$ cat src/occ_defines.vh
// Purpose: Constants for the output clock channel configuration bank
// Assumes: 8-bit register port, one 40 MHz clock
// Notes: Offsets are the byte addresses of the register port
`ifndef OCC_DEFINES_VH
`define OCC_DEFINES_VH

// Register offsets
`define OCC_ADDR_CH6_STD_EXT 8'h46
`define OCC_ADDR_CH6_TERM 8'h47
`define OCC_ADDR_CH7_DIV_UP 8'h48
`define OCC_ADDR_CH7_DIV_MID 8'h49
`define OCC_ADDR_CH7_DIV_LOW 8'h4a
`define OCC_ADDR_CH7_PHASE 8'h4b
`define OCC_ADDR_CH7_SKEW 8'h4c
`define OCC_ADDR_CH7_SUPPLY 8'h4d

// Reset value of every register
`define OCC_REG_RESET 8'h00
// Read value of an unmapped offset
`define OCC_UNMAPPED_READ 8'h00

// Field positions
`define OCC_DIV_UP_MSB 3
`define OCC_EXT_DIV_MSB 7
`define OCC_EXT_DIV_LSB 6
`define OCC_EXT_FINE_BIT 4
`define OCC_STD_MSB 2
`define OCC_STD_LSB 0
`define OCC_TERM_MSB 3
`define OCC_TERM_LSB 0
`define OCC_PHASE_MSB 7
`define OCC_PHASE_LSB 6
`define OCC_STRENGTH_MSB 2
`define OCC_STRENGTH_LSB 0
`define OCC_COARSE_MSB 5
`define OCC_COARSE_LSB 0
`define OCC_FINE_MSB 7
`define OCC_FINE_LSB 6
`define OCC_SUPPLY_MSB 4
`define OCC_SUPPLY_LSB 3

// Output standard codes
`define OCC_STD_LVDS 3'h0
`define OCC_STD_LVPECL_CM 3'h1
`define OCC_STD_CML 3'h2
`define OCC_STD_HCSL 3'h3
`define OCC_STD_LVDS_BOOST 3'h4
`define OCC_STD_LVPECL_NOCM 3'h5

// Supply level codes
`define OCC_SUPPLY_1V8 2'h0
`define OCC_SUPPLY_2V5 2'h1
`define OCC_SUPPLY_3V3 2'h2

// Termination and mode codes
`define OCC_TERM_EXTERNAL 4'h0
`define OCC_TERM_PULL_UP 4'h2
`define OCC_TERM_PULL_DOWN 4'h1
`define OCC_TERM_SE_POS 4'h4
`define OCC_TERM_SE_NEG 4'h8
`define OCC_TERM_SE_BOTH 4'hc

// Phase codes
`define OCC_PHASE_NORMAL 2'h0
`define OCC_PHASE_TRUE_BOTH 2'h1
`define OCC_PHASE_COMP_BOTH 2'h2
`define OCC_PHASE_SWAP 2'h3

// Timing
`define OCC_FINE_STEP_PS 8'h1e
`define OCC_FINE_MAX_STEPS 3'h4
`define OCC_COARSE_TAPS 63
`define OCC_DIV_MIN 20'h00002

`endif

$ cat src/occ_channel_config.v
// Purpose: Configuration bank and output stage of one clock channel
// Assumes: Register port driven from logic on clk
// Notes: All registers are 8 bits, read/write, reset to zero
//
// What this block does
// RULE1: The channel divide ratio is bits 3:0 of 0x48, then 0x49, then 0x4a, twenty bits in all.
// RULE2: Divide ratio bits 33:32 of the extended-range output come from bits 7:6 of the shared standard register.
// RULE3: The six low skew bits delay the output by 0 to 63 whole oscillator periods.
// RULE4: The two high skew bits add 0 to 3 fine steps of 30 ps.
// RULE5: A third fine bit at bit 4 of the shared standard register extends the fine code to 0 to 4 steps.
// RULE6: In single-ended drive the phase code routes true and complement clocks to the two pins.
// RULE7: Software should set the single-ended drive strength to seven.
// RULE8: Termination codes 0000, 0010 and 0001 give differential external, pull-up and pull-down.
// RULE9: Termination codes 0100, 1000 and 1100 drive the positive, the negative or both pins single-ended.
// RULE10: The three-bit standard code selects LVDS, LVPECL with current, CML, HCSL, boosted LVDS or LVPECL without.
// RULE11: The supply field at bits 4:3 of 0x4d declares 1.8, 2.5 or 3.3 volts.
// RULE12: Every bit is read/write, reads back what was written and resets to zero; spare bits do nothing.
// RULE13: Software should not write standard codes 110 or 111 nor supply code 11.
`timescale 1ns/1ps

`include "occ_defines.vh"

module occ_channel_config (
  input wire clk,
  input wire rst_n,
  input wire reg_wr_en,
  input wire reg_rd_en,
  input wire [7:0] reg_addr,
  input wire [7:0] reg_wdata,
  output reg [7:0] reg_rdata,
  output reg reg_rd_valid,
  output reg [19:0] output_divide_ratio,
  output reg [1:0] ext_divide_ratio_high,
  output reg [5:0] coarse_delay_periods,
  output reg [2:0] fine_delay_steps,
  output reg [7:0] fine_delay_ps,
  output reg [2:0] output_standard_select,
  output reg standard_lvds,
  output reg standard_lvpecl_cm,
  output reg standard_cml,
  output reg standard_hcsl,
  output reg standard_lvds_boost,
  output reg standard_lvpecl_nocm,
  output reg standard_valid,
  output reg [1:0] driver_supply_level,
  output reg supply_1v8,
  output reg supply_2v5,
  output reg supply_3v3,
  output reg supply_valid,
  output reg [2:0] se_drive_strength,
  output reg term_external,
  output reg term_pull_up,
  output reg term_pull_down,
  output reg single_ended_mode,
  output reg mode_valid,
  output wire internal_true_clock,
  output wire internal_complement_clock,
  output reg positive_pin_out,
  output reg positive_pin_oe,
  output reg negative_pin_out,
  output reg negative_pin_oe
);

  ////////////////////////////////////////////////////////////////
  // Functions

  // Fine code to step count, clamped at the largest step
  function [2:0] occ_fine_steps;
    input [2:0] code;
    begin
      if (code > `OCC_FINE_MAX_STEPS) begin
        occ_fine_steps = `OCC_FINE_MAX_STEPS;
      end else begin
        occ_fine_steps = code;
      end
    end
  endfunction

  // Phase code to pin levels, bit 1 positive and bit 0 negative
  function [1:0] occ_route;
    input [1:0] phase;
    input t;
    input c;
    begin
      case (phase)
        `OCC_PHASE_NORMAL: begin
          occ_route = {t, c};
        end
        `OCC_PHASE_TRUE_BOTH: begin
          occ_route = {t, t};
        end
        `OCC_PHASE_COMP_BOTH: begin
          occ_route = {c, c};
        end
        default: begin
          occ_route = {c, t};
        end
      endcase
    end
  endfunction

  ////////////////////////////////////////////////////////////////
  // Reset release

  reg rst_meta_r;
  reg rst_sync_r;
  wire rst_sync_n;

  always @(posedge clk or negedge rst_n) begin
    if (!rst_n) begin
      rst_meta_r <= 1'b0;
      rst_sync_r <= 1'b0;
    end else begin
      rst_meta_r <= 1'b1;
      rst_sync_r <= rst_meta_r;
    end
  end

  assign rst_sync_n = rst_sync_r;

  ////////////////////////////////////////////////////////////////
  // Register storage

  reg [7:0] ch6_standard_and_extensions_r;
  reg [7:0] ch6_termination_mode_r;
  reg [7:0] ch7_divider_upper_bits_r;
  reg [7:0] ch7_divider_middle_byte_r;
  reg [7:0] ch7_divider_low_byte_r;
  reg [7:0] ch7_leg_phase_and_strength_r;
  reg [7:0] ch7_output_skew_r;
  reg [7:0] ch7_supply_level_select_r;
  reg [7:0] rdata_nxt;

  // RULE12: full byte stored
  always @(posedge clk or negedge rst_sync_n) begin
    if (!rst_sync_n) begin
      ch6_standard_and_extensions_r <= `OCC_REG_RESET;
      ch6_termination_mode_r <= `OCC_REG_RESET;
      ch7_divider_upper_bits_r <= `OCC_REG_RESET;
      ch7_divider_middle_byte_r <= `OCC_REG_RESET;
      ch7_divider_low_byte_r <= `OCC_REG_RESET;
      ch7_leg_phase_and_strength_r <= `OCC_REG_RESET;
      ch7_output_skew_r <= `OCC_REG_RESET;
      ch7_supply_level_select_r <= `OCC_REG_RESET;
    end else if (reg_wr_en) begin
      case (reg_addr)
        `OCC_ADDR_CH6_STD_EXT: begin
          ch6_standard_and_extensions_r <= reg_wdata;
        end
        `OCC_ADDR_CH6_TERM: begin
          ch6_termination_mode_r <= reg_wdata;
        end
        `OCC_ADDR_CH7_DIV_UP: begin
          ch7_divider_upper_bits_r <= reg_wdata;
        end
        `OCC_ADDR_CH7_DIV_MID: begin
          ch7_divider_middle_byte_r <= reg_wdata;
        end
        `OCC_ADDR_CH7_DIV_LOW: begin
          ch7_divider_low_byte_r <= reg_wdata;
        end
        `OCC_ADDR_CH7_PHASE: begin
          ch7_leg_phase_and_strength_r <= reg_wdata;
        end
        `OCC_ADDR_CH7_SKEW: begin
          ch7_output_skew_r <= reg_wdata;
        end
        `OCC_ADDR_CH7_SUPPLY: begin
          ch7_supply_level_select_r <= reg_wdata;
        end
        default: begin
          ch6_standard_and_extensions_r <= ch6_standard_and_extensions_r;
        end
      endcase
    end
  end

  ////////////////////////////////////////////////////////////////
  // Read back

  // RULE12: last value read back
  always @* begin
    case (reg_addr)
      `OCC_ADDR_CH6_STD_EXT: begin
        rdata_nxt = ch6_standard_and_extensions_r;
      end
      `OCC_ADDR_CH6_TERM: begin
        rdata_nxt = ch6_termination_mode_r;
      end
      `OCC_ADDR_CH7_DIV_UP: begin
        rdata_nxt = ch7_divider_upper_bits_r;
      end
      `OCC_ADDR_CH7_DIV_MID: begin
        rdata_nxt = ch7_divider_middle_byte_r;
      end
      `OCC_ADDR_CH7_DIV_LOW: begin
        rdata_nxt = ch7_divider_low_byte_r;
      end
      `OCC_ADDR_CH7_PHASE: begin
        rdata_nxt = ch7_leg_phase_and_strength_r;
      end
      `OCC_ADDR_CH7_SKEW: begin
        rdata_nxt = ch7_output_skew_r;
      end
      `OCC_ADDR_CH7_SUPPLY: begin
        rdata_nxt = ch7_supply_level_select_r;
      end
      default: begin
        rdata_nxt = `OCC_UNMAPPED_READ;
      end
    endcase
  end

  always @(posedge clk or negedge rst_sync_n) begin
    if (!rst_sync_n) begin
      reg_rdata <= 8'h00;
      reg_rd_valid <= 1'b0;
    end else begin
      reg_rd_valid <= reg_rd_en;
      if (reg_rd_en) begin
        reg_rdata <= rdata_nxt;
      end
    end
  end

  ////////////////////////////////////////////////////////////////
  // Field extraction

  wire [19:0] ratio_w;
  wire [2:0] fine_code_w;
  wire [2:0] std_w;
  wire [1:0] supply_w;
  wire [3:0] term_w;
  wire [1:0] phase_w;
  wire [1:0] pins_w;

  // RULE1: ratio assembly
  assign ratio_w = {ch7_divider_upper_bits_r[`OCC_DIV_UP_MSB:0], ch7_divider_middle_byte_r,
    ch7_divider_low_byte_r};
  // RULE5: third fine bit
  assign fine_code_w = {ch6_standard_and_extensions_r[`OCC_EXT_FINE_BIT],
    ch7_output_skew_r[`OCC_FINE_MSB:`OCC_FINE_LSB]};
  assign std_w = ch6_standard_and_extensions_r[`OCC_STD_MSB:`OCC_STD_LSB];
  assign supply_w = ch7_supply_level_select_r[`OCC_SUPPLY_MSB:`OCC_SUPPLY_LSB];
  assign term_w = ch6_termination_mode_r[`OCC_TERM_MSB:`OCC_TERM_LSB];
  assign phase_w = ch7_leg_phase_and_strength_r[`OCC_PHASE_MSB:`OCC_PHASE_LSB];

  ////////////////////////////////////////////////////////////////
  // Divider and delay line

  wire true_clk_w;
  wire comp_clk_w;

  occ_div_delay u_div_delay (
    .clk(clk),
    .rst_sync_n(rst_sync_n),
    .ratio(ratio_w),
    .coarse(ch7_output_skew_r[`OCC_COARSE_MSB:`OCC_COARSE_LSB]),
    .div_clk_r(),
    .true_clk_r(true_clk_w),
    .comp_clk_r(comp_clk_w)
  );

  assign internal_true_clock = true_clk_w;
  assign internal_complement_clock = comp_clk_w;
  // RULE6: phase routing
  assign pins_w = occ_route(phase_w, true_clk_w, comp_clk_w);

  ////////////////////////////////////////////////////////////////
  // Decoded settings

  always @(posedge clk or negedge rst_sync_n) begin
    if (!rst_sync_n) begin
      output_divide_ratio <= 20'h00000;
      ext_divide_ratio_high <= 2'h0;
      coarse_delay_periods <= 6'h00;
      fine_delay_steps <= 3'h0;
      fine_delay_ps <= 8'h00;
      output_standard_select <= 3'h0;
      standard_lvds <= 1'b0;
      standard_lvpecl_cm <= 1'b0;
      standard_cml <= 1'b0;
      standard_hcsl <= 1'b0;
      standard_lvds_boost <= 1'b0;
      standard_lvpecl_nocm <= 1'b0;
      standard_valid <= 1'b0;
      driver_supply_level <= 2'h0;
      supply_1v8 <= 1'b0;
      supply_2v5 <= 1'b0;
      supply_3v3 <= 1'b0;
      supply_valid <= 1'b0;
      se_drive_strength <= 3'h0;
    end else begin
      output_divide_ratio <= ratio_w;
      // RULE2: extended ratio bits
      ext_divide_ratio_high <= ch6_standard_and_extensions_r[`OCC_EXT_DIV_MSB:`OCC_EXT_DIV_LSB];
      // RULE3: coarse periods
      coarse_delay_periods <= ch7_output_skew_r[`OCC_COARSE_MSB:`OCC_COARSE_LSB];
      // RULE4: fine step count
      fine_delay_steps <= occ_fine_steps(fine_code_w);
      fine_delay_ps <= {5'h00, occ_fine_steps(fine_code_w)} * `OCC_FINE_STEP_PS;
      // RULE10: standard decode
      output_standard_select <= std_w;
      standard_lvds <= (std_w == `OCC_STD_LVDS);
      standard_lvpecl_cm <= (std_w == `OCC_STD_LVPECL_CM);
      standard_cml <= (std_w == `OCC_STD_CML);
      standard_hcsl <= (std_w == `OCC_STD_HCSL);
      standard_lvds_boost <= (std_w == `OCC_STD_LVDS_BOOST);
      standard_lvpecl_nocm <= (std_w == `OCC_STD_LVPECL_NOCM);
      standard_valid <= (std_w <= `OCC_STD_LVPECL_NOCM);
      // RULE11: supply decode
      driver_supply_level <= supply_w;
      supply_1v8 <= (supply_w == `OCC_SUPPLY_1V8);
      supply_2v5 <= (supply_w == `OCC_SUPPLY_2V5);
      supply_3v3 <= (supply_w == `OCC_SUPPLY_3V3);
      supply_valid <= (supply_w != 2'h3);
      se_drive_strength <= ch7_leg_phase_and_strength_r[`OCC_STRENGTH_MSB:`OCC_STRENGTH_LSB];
    end
  end

  ////////////////////////////////////////////////////////////////
  // Termination, mode and pin drive

  always @(posedge clk or negedge rst_sync_n) begin
    if (!rst_sync_n) begin
      term_external <= 1'b0;
      term_pull_up <= 1'b0;
      term_pull_down <= 1'b0;
      single_ended_mode <= 1'b0;
      mode_valid <= 1'b0;
      positive_pin_out <= 1'b0;
      positive_pin_oe <= 1'b0;
      negative_pin_out <= 1'b0;
      negative_pin_oe <= 1'b0;
    end else begin
      term_external <= (term_w == `OCC_TERM_EXTERNAL);
      term_pull_up <= (term_w == `OCC_TERM_PULL_UP);
      term_pull_down <= (term_w == `OCC_TERM_PULL_DOWN);
      case (term_w)
        // RULE8: differential drive
        `OCC_TERM_EXTERNAL, `OCC_TERM_PULL_UP, `OCC_TERM_PULL_DOWN: begin
          single_ended_mode <= 1'b0;
          mode_valid <= 1'b1;
          positive_pin_out <= true_clk_w;
          positive_pin_oe <= 1'b1;
          negative_pin_out <= comp_clk_w;
          negative_pin_oe <= 1'b1;
        end
        // RULE9: single-ended positive
        `OCC_TERM_SE_POS: begin
          single_ended_mode <= 1'b1;
          mode_valid <= 1'b1;
          positive_pin_out <= pins_w[1];
          positive_pin_oe <= 1'b1;
          negative_pin_out <= 1'b0;
          negative_pin_oe <= 1'b0;
        end
        // RULE9: single-ended negative
        `OCC_TERM_SE_NEG: begin
          single_ended_mode <= 1'b1;
          mode_valid <= 1'b1;
          positive_pin_out <= 1'b0;
          positive_pin_oe <= 1'b0;
          negative_pin_out <= pins_w[0];
          negative_pin_oe <= 1'b1;
        end
        // RULE9: single-ended both
        `OCC_TERM_SE_BOTH: begin
          single_ended_mode <= 1'b1;
          mode_valid <= 1'b1;
          positive_pin_out <= pins_w[1];
          positive_pin_oe <= 1'b1;
          negative_pin_out <= pins_w[0];
          negative_pin_oe <= 1'b1;
        end
        default: begin
          single_ended_mode <= 1'b0;
          mode_valid <= 1'b0;
          positive_pin_out <= 1'b0;
          positive_pin_oe <= 1'b0;
          negative_pin_out <= 1'b0;
          negative_pin_oe <= 1'b0;
        end
      endcase
    end
  end

endmodule // occ_channel_config

$ cat src/occ_div_delay.v
// Purpose: Output divider and coarse delay line for one channel
// Assumes: clk stands in for the oscillator clock
// Notes: Ratios below two divide by two
`timescale 1ns/1ps

`include "occ_defines.vh"

module occ_div_delay (
  input wire clk,
  input wire rst_sync_n,
  input wire [19:0] ratio,
  input wire [5:0] coarse,
  output reg div_clk_r,
  output reg true_clk_r,
  output reg comp_clk_r
);

  wire [19:0] div_n;
  wire [19:0] half_n;
  wire [19:0] last_n;
  reg [19:0] count_r;
  reg [19:0] count_nxt;
  reg [62:0] dly_r;
  reg tap;

  assign div_n = (ratio < `OCC_DIV_MIN) ? `OCC_DIV_MIN : ratio;
  assign half_n = {1'b0, div_n[19:1]};
  assign last_n = div_n - 20'h00001;

  ////////////////////////////////////////////////////////////////
  // Divider
  // RULE1: divide by ratio
  always @* begin
    if (count_r >= last_n) begin
      count_nxt = 20'h00000;
    end else begin
      count_nxt = count_r + 20'h00001;
    end
  end

  always @(posedge clk or negedge rst_sync_n) begin
    if (!rst_sync_n) begin
      count_r <= 20'h00000;
      div_clk_r <= 1'b0;
    end else begin
      count_r <= count_nxt;
      div_clk_r <= (count_nxt < half_n);
    end
  end

  ////////////////////////////////////////////////////////////////
  // Coarse delay line
  // RULE3: tap per period
  always @* begin
    if (coarse == 6'h00) begin
      tap = div_clk_r;
    end else begin
      tap = dly_r[coarse - 6'h01];
    end
  end

  always @(posedge clk or negedge rst_sync_n) begin
    if (!rst_sync_n) begin
      dly_r <= 63'h0;
      true_clk_r <= 1'b0;
      comp_clk_r <= 1'b1;
    end else begin
      dly_r <= {dly_r[61:0], div_clk_r};
      true_clk_r <= tap;
      comp_clk_r <= ~tap;
    end
  end

endmodule // occ_div_delay

$ cat config.mk
export PLATFORM = sky130hd
export DESIGN_NAME = occ_channel_config
export DESIGN_NICKNAME = d
export VERILOG_FILES = /design/src/occ_channel_config.v /design/src/occ_div_delay.v
export VERILOG_INCLUDE_DIRS = /design/src
export SDC_FILE = /design/constraint.sdc
export NUM_CORES = 1
export LEC_CHECK = 0
export ABC_CLOCK_PERIOD_IN_PS = 8300
export BUFFER_PORTS_ARGS = -buffer_cell sky130_fd_sc_hd__buf_2
export CAP_MARGIN = 25
export CELL_PAD_IN_SITES_DETAIL_PLACEMENT = 0
export CELL_PAD_IN_SITES_GLOBAL_PLACEMENT = 1
export CORE_MARGIN = 5
export CORE_UTILIZATION = 35
export CTS_BUF_LIST = sky130_fd_sc_hd__clkbuf_4 sky130_fd_sc_hd__clkbuf_8 sky130_fd_sc_hd__clkbuf_16
export CTS_CLUSTER_SIZE = 10
export DETAILED_ROUTE_END_ITERATION = 10
export HOLD_SLACK_MARGIN = 0.03
export PLACE_DENSITY = 0.7
export SLEW_MARGIN = 20
export SYNTH_ARGS = -nofsm -noshare
export SYNTH_HDL_FRONTEND = slang
export SYNTH_SLANG_ARGS = --single-unit
$ cat constraint.sdc
create_clock -name clk -period 8.3 [get_ports clk]
set_input_delay 0 -clock clk [delete_from_list [all_inputs] [get_ports clk]]
set_output_delay 0 -clock clk [all_outputs]
set_load 0.05 [all_outputs]
# Word-level counts from Yosys, hierarchy flattened

Index checks and enable logic that the tools add are counted.

Bits in registers: 227
Bits of input ports: 20

Add/subtract/negate cells: 3
Multiply operators: 1
Magnitude comparators: 6
Equal/unequal tests: 23
Mux-type cells: 14
Bitwise gates (word level): 1
Reductions and logical operators: 20

Operators by type and width:

| operator                                             | count |
|---|---|
| == test 8 x 7 -> 1 bit (second input constant)       | 8 |
| one-hot mux 8 bit (8 select lines)                   | 1 |
| 2-to-1 mux 20 bit                                    | 2 |
| adder 20 x 1 -> 20 bit (second input constant)       | 1 |
| >= comparator 20 bit                                 | 1 |
| < comparator 20 x 19 -> 1 bit                        | 1 |
| < comparator 20 x 2 -> 1 bit (second input constant) | 1 |
| subtractor 20 x 1 -> 20 bit (second input constant)  | 1 |
| AND reduction 2 bit                                  | 8 |
| OR reduction 5 bit                                   | 2 |
| == test 4 bit (second input constant)                | 2 |
| < comparator 6 x 7 -> 1 bit (second input constant)  | 1 |
| multiplier 3 x 4 -> 7 bit (second input constant)    | 1 |
| binary-select mux 1 bit (select 6 bit)               | 1 |
| == test 3 x 2 -> 1 bit (second input constant)       | 2 |
| == test 3 bit (second input constant)                | 2 |
| zero test 6 bit                                      | 1 |
| 2-to-1 mux 1 bit                                     | 6 |
| one-hot mux 2 bit (3 select lines)                   | 1 |
| OR reduction 3 bit                                   | 2 |
| OR reduction 6 bit                                   | 1 |
| subtractor 6 x 1 -> 6 bit (second input constant)    | 1 |
| == test 2 x 1 -> 1 bit (second input constant)       | 2 |
| == test 2 bit (second input constant)                | 2 |
| 14 further kinds                                     | 17 |

# Longest topological paths before layout

Word-level depth: 6
Depth in mapped cells: 26

# Modules after synthesis

From an unflattened synthesis, not the netlist that was laid out.

Cell total of the unflattened synthesis: 750
Area, all modules: 9,979.6 um2

By module, submodules not included:

| module             | times used | cells an instance | area each (um2) |
|---|---|---|---|
| occ_channel_config | 1          | 370               | 5,429.0 |
| occ_div_delay      | 1          | 380               | 4,550.6 |

# Worst setup path after synthesis

OpenSTA, ideal clock, no wires.

Kind: register to register
From: reg ch7_divider_middle_byte_r[3]
To: reg u_div_delay.div_clk_r
Arrival: 5.197 ns
Data required time: 8.235 ns
Slack: 3.037 ns
Stages on the path, launching flop included: 27
Buffers on the path: 1
Clock period less this slack: 5.263 ns
Cells stage by stage: dfrtp_1 -> or4_1 -> nor3_1 -> and2_1 -> nand2_1 -> o21ai_0 -> ha_1 -> nand2_1 -> nor3_1 -> xnor2_1 -> ha_1 -> a21o_1 -> a21o_1 -> a21oi_1 -> nor2_1 -> a211oi_1 -> o31ai_1 -> clkbuf_1 -> nor2_1 -> ha_1 -> a21o_1 -> a21o_1 -> a21oi_1 -> and3b_1 -> or3b_2 -> a21oi_1 -> o211a_1

Cells in the longest elaborated chain, start to end: 6

Ends and longest elaborated chain:

| element                                | line                     | text |
|---|---|---|
| start, declared                        | occ_channel_config.v:127 | `reg [7:0] ch7_divider_middle_byte_r;` |
| start signal, assigned                 | occ_channel_config.v:140 | `` ch7_divider_middle_byte_r <= `OCC_REG_RESET; `` |
| start signal, assigned                 | occ_channel_config.v:157 | `ch7_divider_middle_byte_r <= reg_wdata;` |
| < comparator 20 x 2 -> 1 bit (no line) | --                       |  |
| 2-to-1 mux 20 bit *                    | occ_div_delay.v:26       | `` assign div_n = (ratio < `OCC_DIV_MIN) ? `OCC_DIV_MIN : ratio; `` |
| subtractor 20 x 1 -> 20 bit *          | occ_div_delay.v:28       | `assign last_n = div_n - 20'h00001;` |
| >= comparator 20 bit *                 | occ_div_delay.v:34       | `if (count_r >= last_n) begin` |
| 2-to-1 mux 20 bit *                    | occ_div_delay.v:34       |  |
| named net u_div_delay.count_nxt[9]     | occ_div_delay.v:22       | `reg [19:0] count_nxt;` |
| < comparator 20 x 19 -> 1 bit *        | occ_div_delay.v:47       | `div_clk_r <= (count_nxt < half_n);` |
| end signal, assigned                   | occ_div_delay.v:47       |  |
| end, declared                          | occ_div_delay.v:13       | `output reg div_clk_r,` |

The timed path passes the listed nets; every way through them passes the cells marked *.
A chain may end at the register's enable or synchronous reset.

# Worst setup path in the final report

From: reg ch7_divider_low_byte_r[2]
To: reg u_div_delay.div_clk_r

Cells in the longest elaborated chain, start to end: 6

Ends and longest elaborated chain:

| element                                | line                     | text |
|---|---|---|
| start, declared                        | occ_channel_config.v:128 | `reg [7:0] ch7_divider_low_byte_r;` |
| start signal, assigned                 | occ_channel_config.v:141 | `` ch7_divider_low_byte_r <= `OCC_REG_RESET; `` |
| start signal, assigned                 | occ_channel_config.v:160 | `ch7_divider_low_byte_r <= reg_wdata;` |
| < comparator 20 x 2 -> 1 bit (no line) | --                       |  |
| 2-to-1 mux 20 bit *                    | occ_div_delay.v:26       |  |
| subtractor 20 x 1 -> 20 bit *          | occ_div_delay.v:28       |  |
| >= comparator 20 bit *                 | occ_div_delay.v:34       |  |
| 2-to-1 mux 20 bit *                    | occ_div_delay.v:34       |  |
| named net u_div_delay.count_nxt[9]     | occ_div_delay.v:22       |  |
| < comparator 20 x 19 -> 1 bit *        | occ_div_delay.v:47       |  |

Marked as above.

==> impl_metrics.csv <==
group,metric,value,unit
status,status,"finished, final reports clean",
yosys,synthArstFlopShare,100,%
timing,finalHoldViolations,0,
yosys,synth_nets,846,
power_and_ir_drop,total_power,0.00248,W
cts,cts-root-buf,"clkbuf_16",
worst_setup_path,crit_required,8770,ps
cts,cts_setup_buffers,0,
worst_setup_path,reg2reg_to,"u_div_delay.div_clk_r",
placement,post-dp-hpwl,16.4,mm
global_routing,grt_max_degree,155,
yosys,synth_cell_type_count,62,
routing,wl,23.3,mm
placement,place_ws,2200,ps
worst_hold_path,hold_path.class,"in -> reg",
yosys,ys_seq_area_share,57.2,%
floorplanning,dieArea,31700,µm²
finish,final_nets,958,
worst_setup_path,cpMostUsedCell,"a21o_1",
timing,final-setup-viol-count,0,
worst_setup_path,regToRegSetupSlack,2230,ps
yosys,avgSynthCellArea,12.8,µm²
global_routing,grt_pass1_vias,6432,
power_and_ir_drop,powerDensity,213,nW/µm²
worst_setup_path,cpPeakStageDelay,720,ps
worst_setup_path,critPathArrivalTime,6530,ps
worst_setup_path,criticalPathCategory,"reg -> reg",
routing,drc_errors,0,
worst_hold_path,holdPathStages,4,
timing,maxSlewViolCount,0,
yosys,yosys-top-cells-area,"dfrtp_1 57%, ha_1 6.1%, mux2_2 5.1%, mux4_2 3.6%, mux2i_1 3.1%",
cts,cts_made_buffers,27,
routing,dr.pass1.iters,4,
floorplanning,start_util,35.5,%
flow_run,drv_cap,0,
yosys,ys_ff_latch,226,
global_routing,grt_pass1_wl,36.8,mm
cts,htreeDepth,1,
worst_hold_path,min_to,"reg_rdata[3]",
cts,clockBufferDepth,3,
worst_hold_path,worstHoldStart,"reg_addr[7]",
yosys,syn_inst,775,
finish,drive_above_1_share,24.2,%
global_routing,grt-ovfl-total,0,
cts,cts_resized,0,
cts,clk_latency,530,ps
power_and_ir_drop,p_leak,5.54,nW
floorplanning,fp.dieH,178,µm
worst_setup_path,rr_worst_depth,25,
floorplanning,coreArea,27900,µm²
finish,antennaDiodeCount,0,
yosys,synth_common_cells,"225 x dfrtp_1, 65 x nor2_1, 48 x ha_1, 48 x nand2_1, 45 x mux2_2",
routing,wl_per_cell,18.3,µm
cts,clkTransAtPathRegs,60,ps
timing,fin_skew,9.91,ps
worst_setup_path,slowest_stage,"nor4_1",
yosys,yosysWarnings,0,
worst_setup_path,worstReg2RegStart,"ch7_divider_low_byte_r[2]",
timing,timing.fmax,165,MHz
global_routing,track_usage,14.8,%
routing,dr_total_vias,6227,
worst_setup_path,crit_start,"ch7_divider_low_byte_r[2]",
floorplanning,die_w,178,µm
routing,drtIter0Drc,324,
routing,detail-route-antenna-nets,0,
worst_setup_path,cp-end-kind,"flop",
timing,relSlewSlack,39.5,%
yosys,syn_area,9890,µm²
worst_setup_path,critical_path.startpoint_type,"flop",
yosys,synth_top_area_share,56.9,%
cts,cts_tree,"built",
routing,viasPerCell,4.90,
timing,finalSetupTns,0,ps
yosys,yosysTopAreaCell,"dfrtp_1",
yosys,synth_ff_type,"dfrtp_1",
floorplanning,rows,61,
finish,syn2layout_area_growth,17.6,%
timing,rsz0062_at_grt,"no",
timing,min_period,6070,ps
yosys,synth_edf_count,0,
finish,fill_cells,2639,
floorplanning,ios,98,
timing,setup_ws,2230,ps
power_and_ir_drop,ir_drop,0.162,mV
worst_setup_path,critPathMaxFanout,21,
timing,tightest_slew,904,ps
yosys,yosysMostFrequentCell,"dfrtp_1",
global_routing,antenna_found_initial,0,
timing,post-route-period-util,73.1,%
placement,place_congestion,0.791,
cts,cts_sinks,226,
placement,portBuffers,96,
==> kinds of logic after synthesis <==
kind of cell | synth area share, %
AOI/OAI and AO/OA | 6.02
xor gates and xnor gates | 3.63
adders and majority gates | 6.68
buffers and inverters | 2.95
DFF | 57.2
muxes | 13.1
other | 0.0759
and+or+nand+nor | 10.4
==> placed cells by master, fill, tap and decap left out, types with 4 or more instances in the layout <==
master	instances
mux4_2	16
xnor2_1	24
mux2_2	45
buf_2	96
clkbuf_16	27
a21o_1	15
dlygate4sd3_1	11
nor2_1	65
ha_1	48
and4_1	6
a221o_1	7
inv_1	40
o21ai_0	17
nor4_1	4
nor2b_1	4
dfrtp_1	224
nor3b_1	4
mux2_4	8
xor2_1	17
nand3_1	16
and3_1	5
and3b_1	4
nand4_1	9
nand2_1	48
and2_1	5
nor3_1	12
clkbuf_4	5
mux2i_1	31
a21oi_1	11
o22ai_1	16
==> what timing repair did <==
action	CTS	global route
hold buffers	11	0
setup endpoints to repair	0	0
endpoints found under the hold margin	75	0
==> registers in the layout (all words and copies together), names as in the netlist, 6 cells and up <==
name and cells:
ch7_output_skew_r 8, ch7_divider_upper_bits_r 8, coarse_delay_periods 6, output_divide_ratio 20, ch7_supply_level_select_r 8, u_div_delay.dly_r 63
fine_delay_ps 6, ch6_termination_mode_r 8, reg_rdata 8, ch7_divider_middle_byte_r 8, ch7_leg_phase_and_strength_r 8, ch7_divider_low_byte_r 8
u_div_delay.count_r 20, ch6_standard_and_extensions_r 8
==> metrics by stage <==
step | utilization [%] | cell area (µm²) | hold slack [ps] | std cells
finish | 41.8 | 11600 | 65.8 | 1272
global route | 41.8 | 11600 | 66.3 | 1272
CTS | 41.8 | 11600 | 38.3 | 1272
detailed placement | 38.6 | 10800 | -210 | 1225
global placement | 38.6 | 10700 | -212 | 1224
floorplan | - | 9890 | -296 | 775
==> critical path, delay by kind of cell, from the launching register on <==
family,cells,cell delay [ps]
simple gates,7,2000
compound gates,12,2290
buf+inv,2,360
fa+ha+maj,3,790
xor+xnor,1,140
flops,1,440
==> worst max-delay path by stage <==
| stage | to | slack (ps) |
|---|---|---|
| floorplan | ch6_standard_and_extensions_r[0] | 1540 |
| global placement | u_div_delay.div_clk_r | 2430 |
| detailed placement | u_div_delay.div_clk_r | 2200 |
| CTS | u_div_delay.div_clk_r | 2190 |
| global route | u_div_delay.div_clk_r | 1600 |
| finish | u_div_delay.div_clk_r | 2230 |
==> layout make-up <==
cell class	instances	area, µm²	area share (%)
Tap cell	378	473	4.06
Clock buffer	34	741	6.37
Sequential cell	226	5660	48.6
Timing Repair Buffer	110	633	5.44
Multi-Input combinational cell	482	3950	34.0
Clock inverter	2	27.5	0.237
Inverter	40	150	1.29
==> power breakdown <==
group	total, W	internal (W)	leakage, nW	switching, W
clock	0.00104	0.000619	0.380	0.000423
combinational	0.000256	0.0000828	2.47	0.000174
sequential	0.00118	0.00114	2.69	0.0000413
total	0.00248	0.00184	5.54	0.000637
==> routing by layer <==
metal / track usage, % / vias up / share of wire, %
met1: 20.6 / 3123 / 46
met3: 2.67 / 30 / 5.0
li1: - / 2951 / -
met4: 3.64 / 0 / 1.9
met2: 24.0 / 123 / 47
met5: 0 / - / 0
No activity file was read; power rests on OpenSTA's default activity.
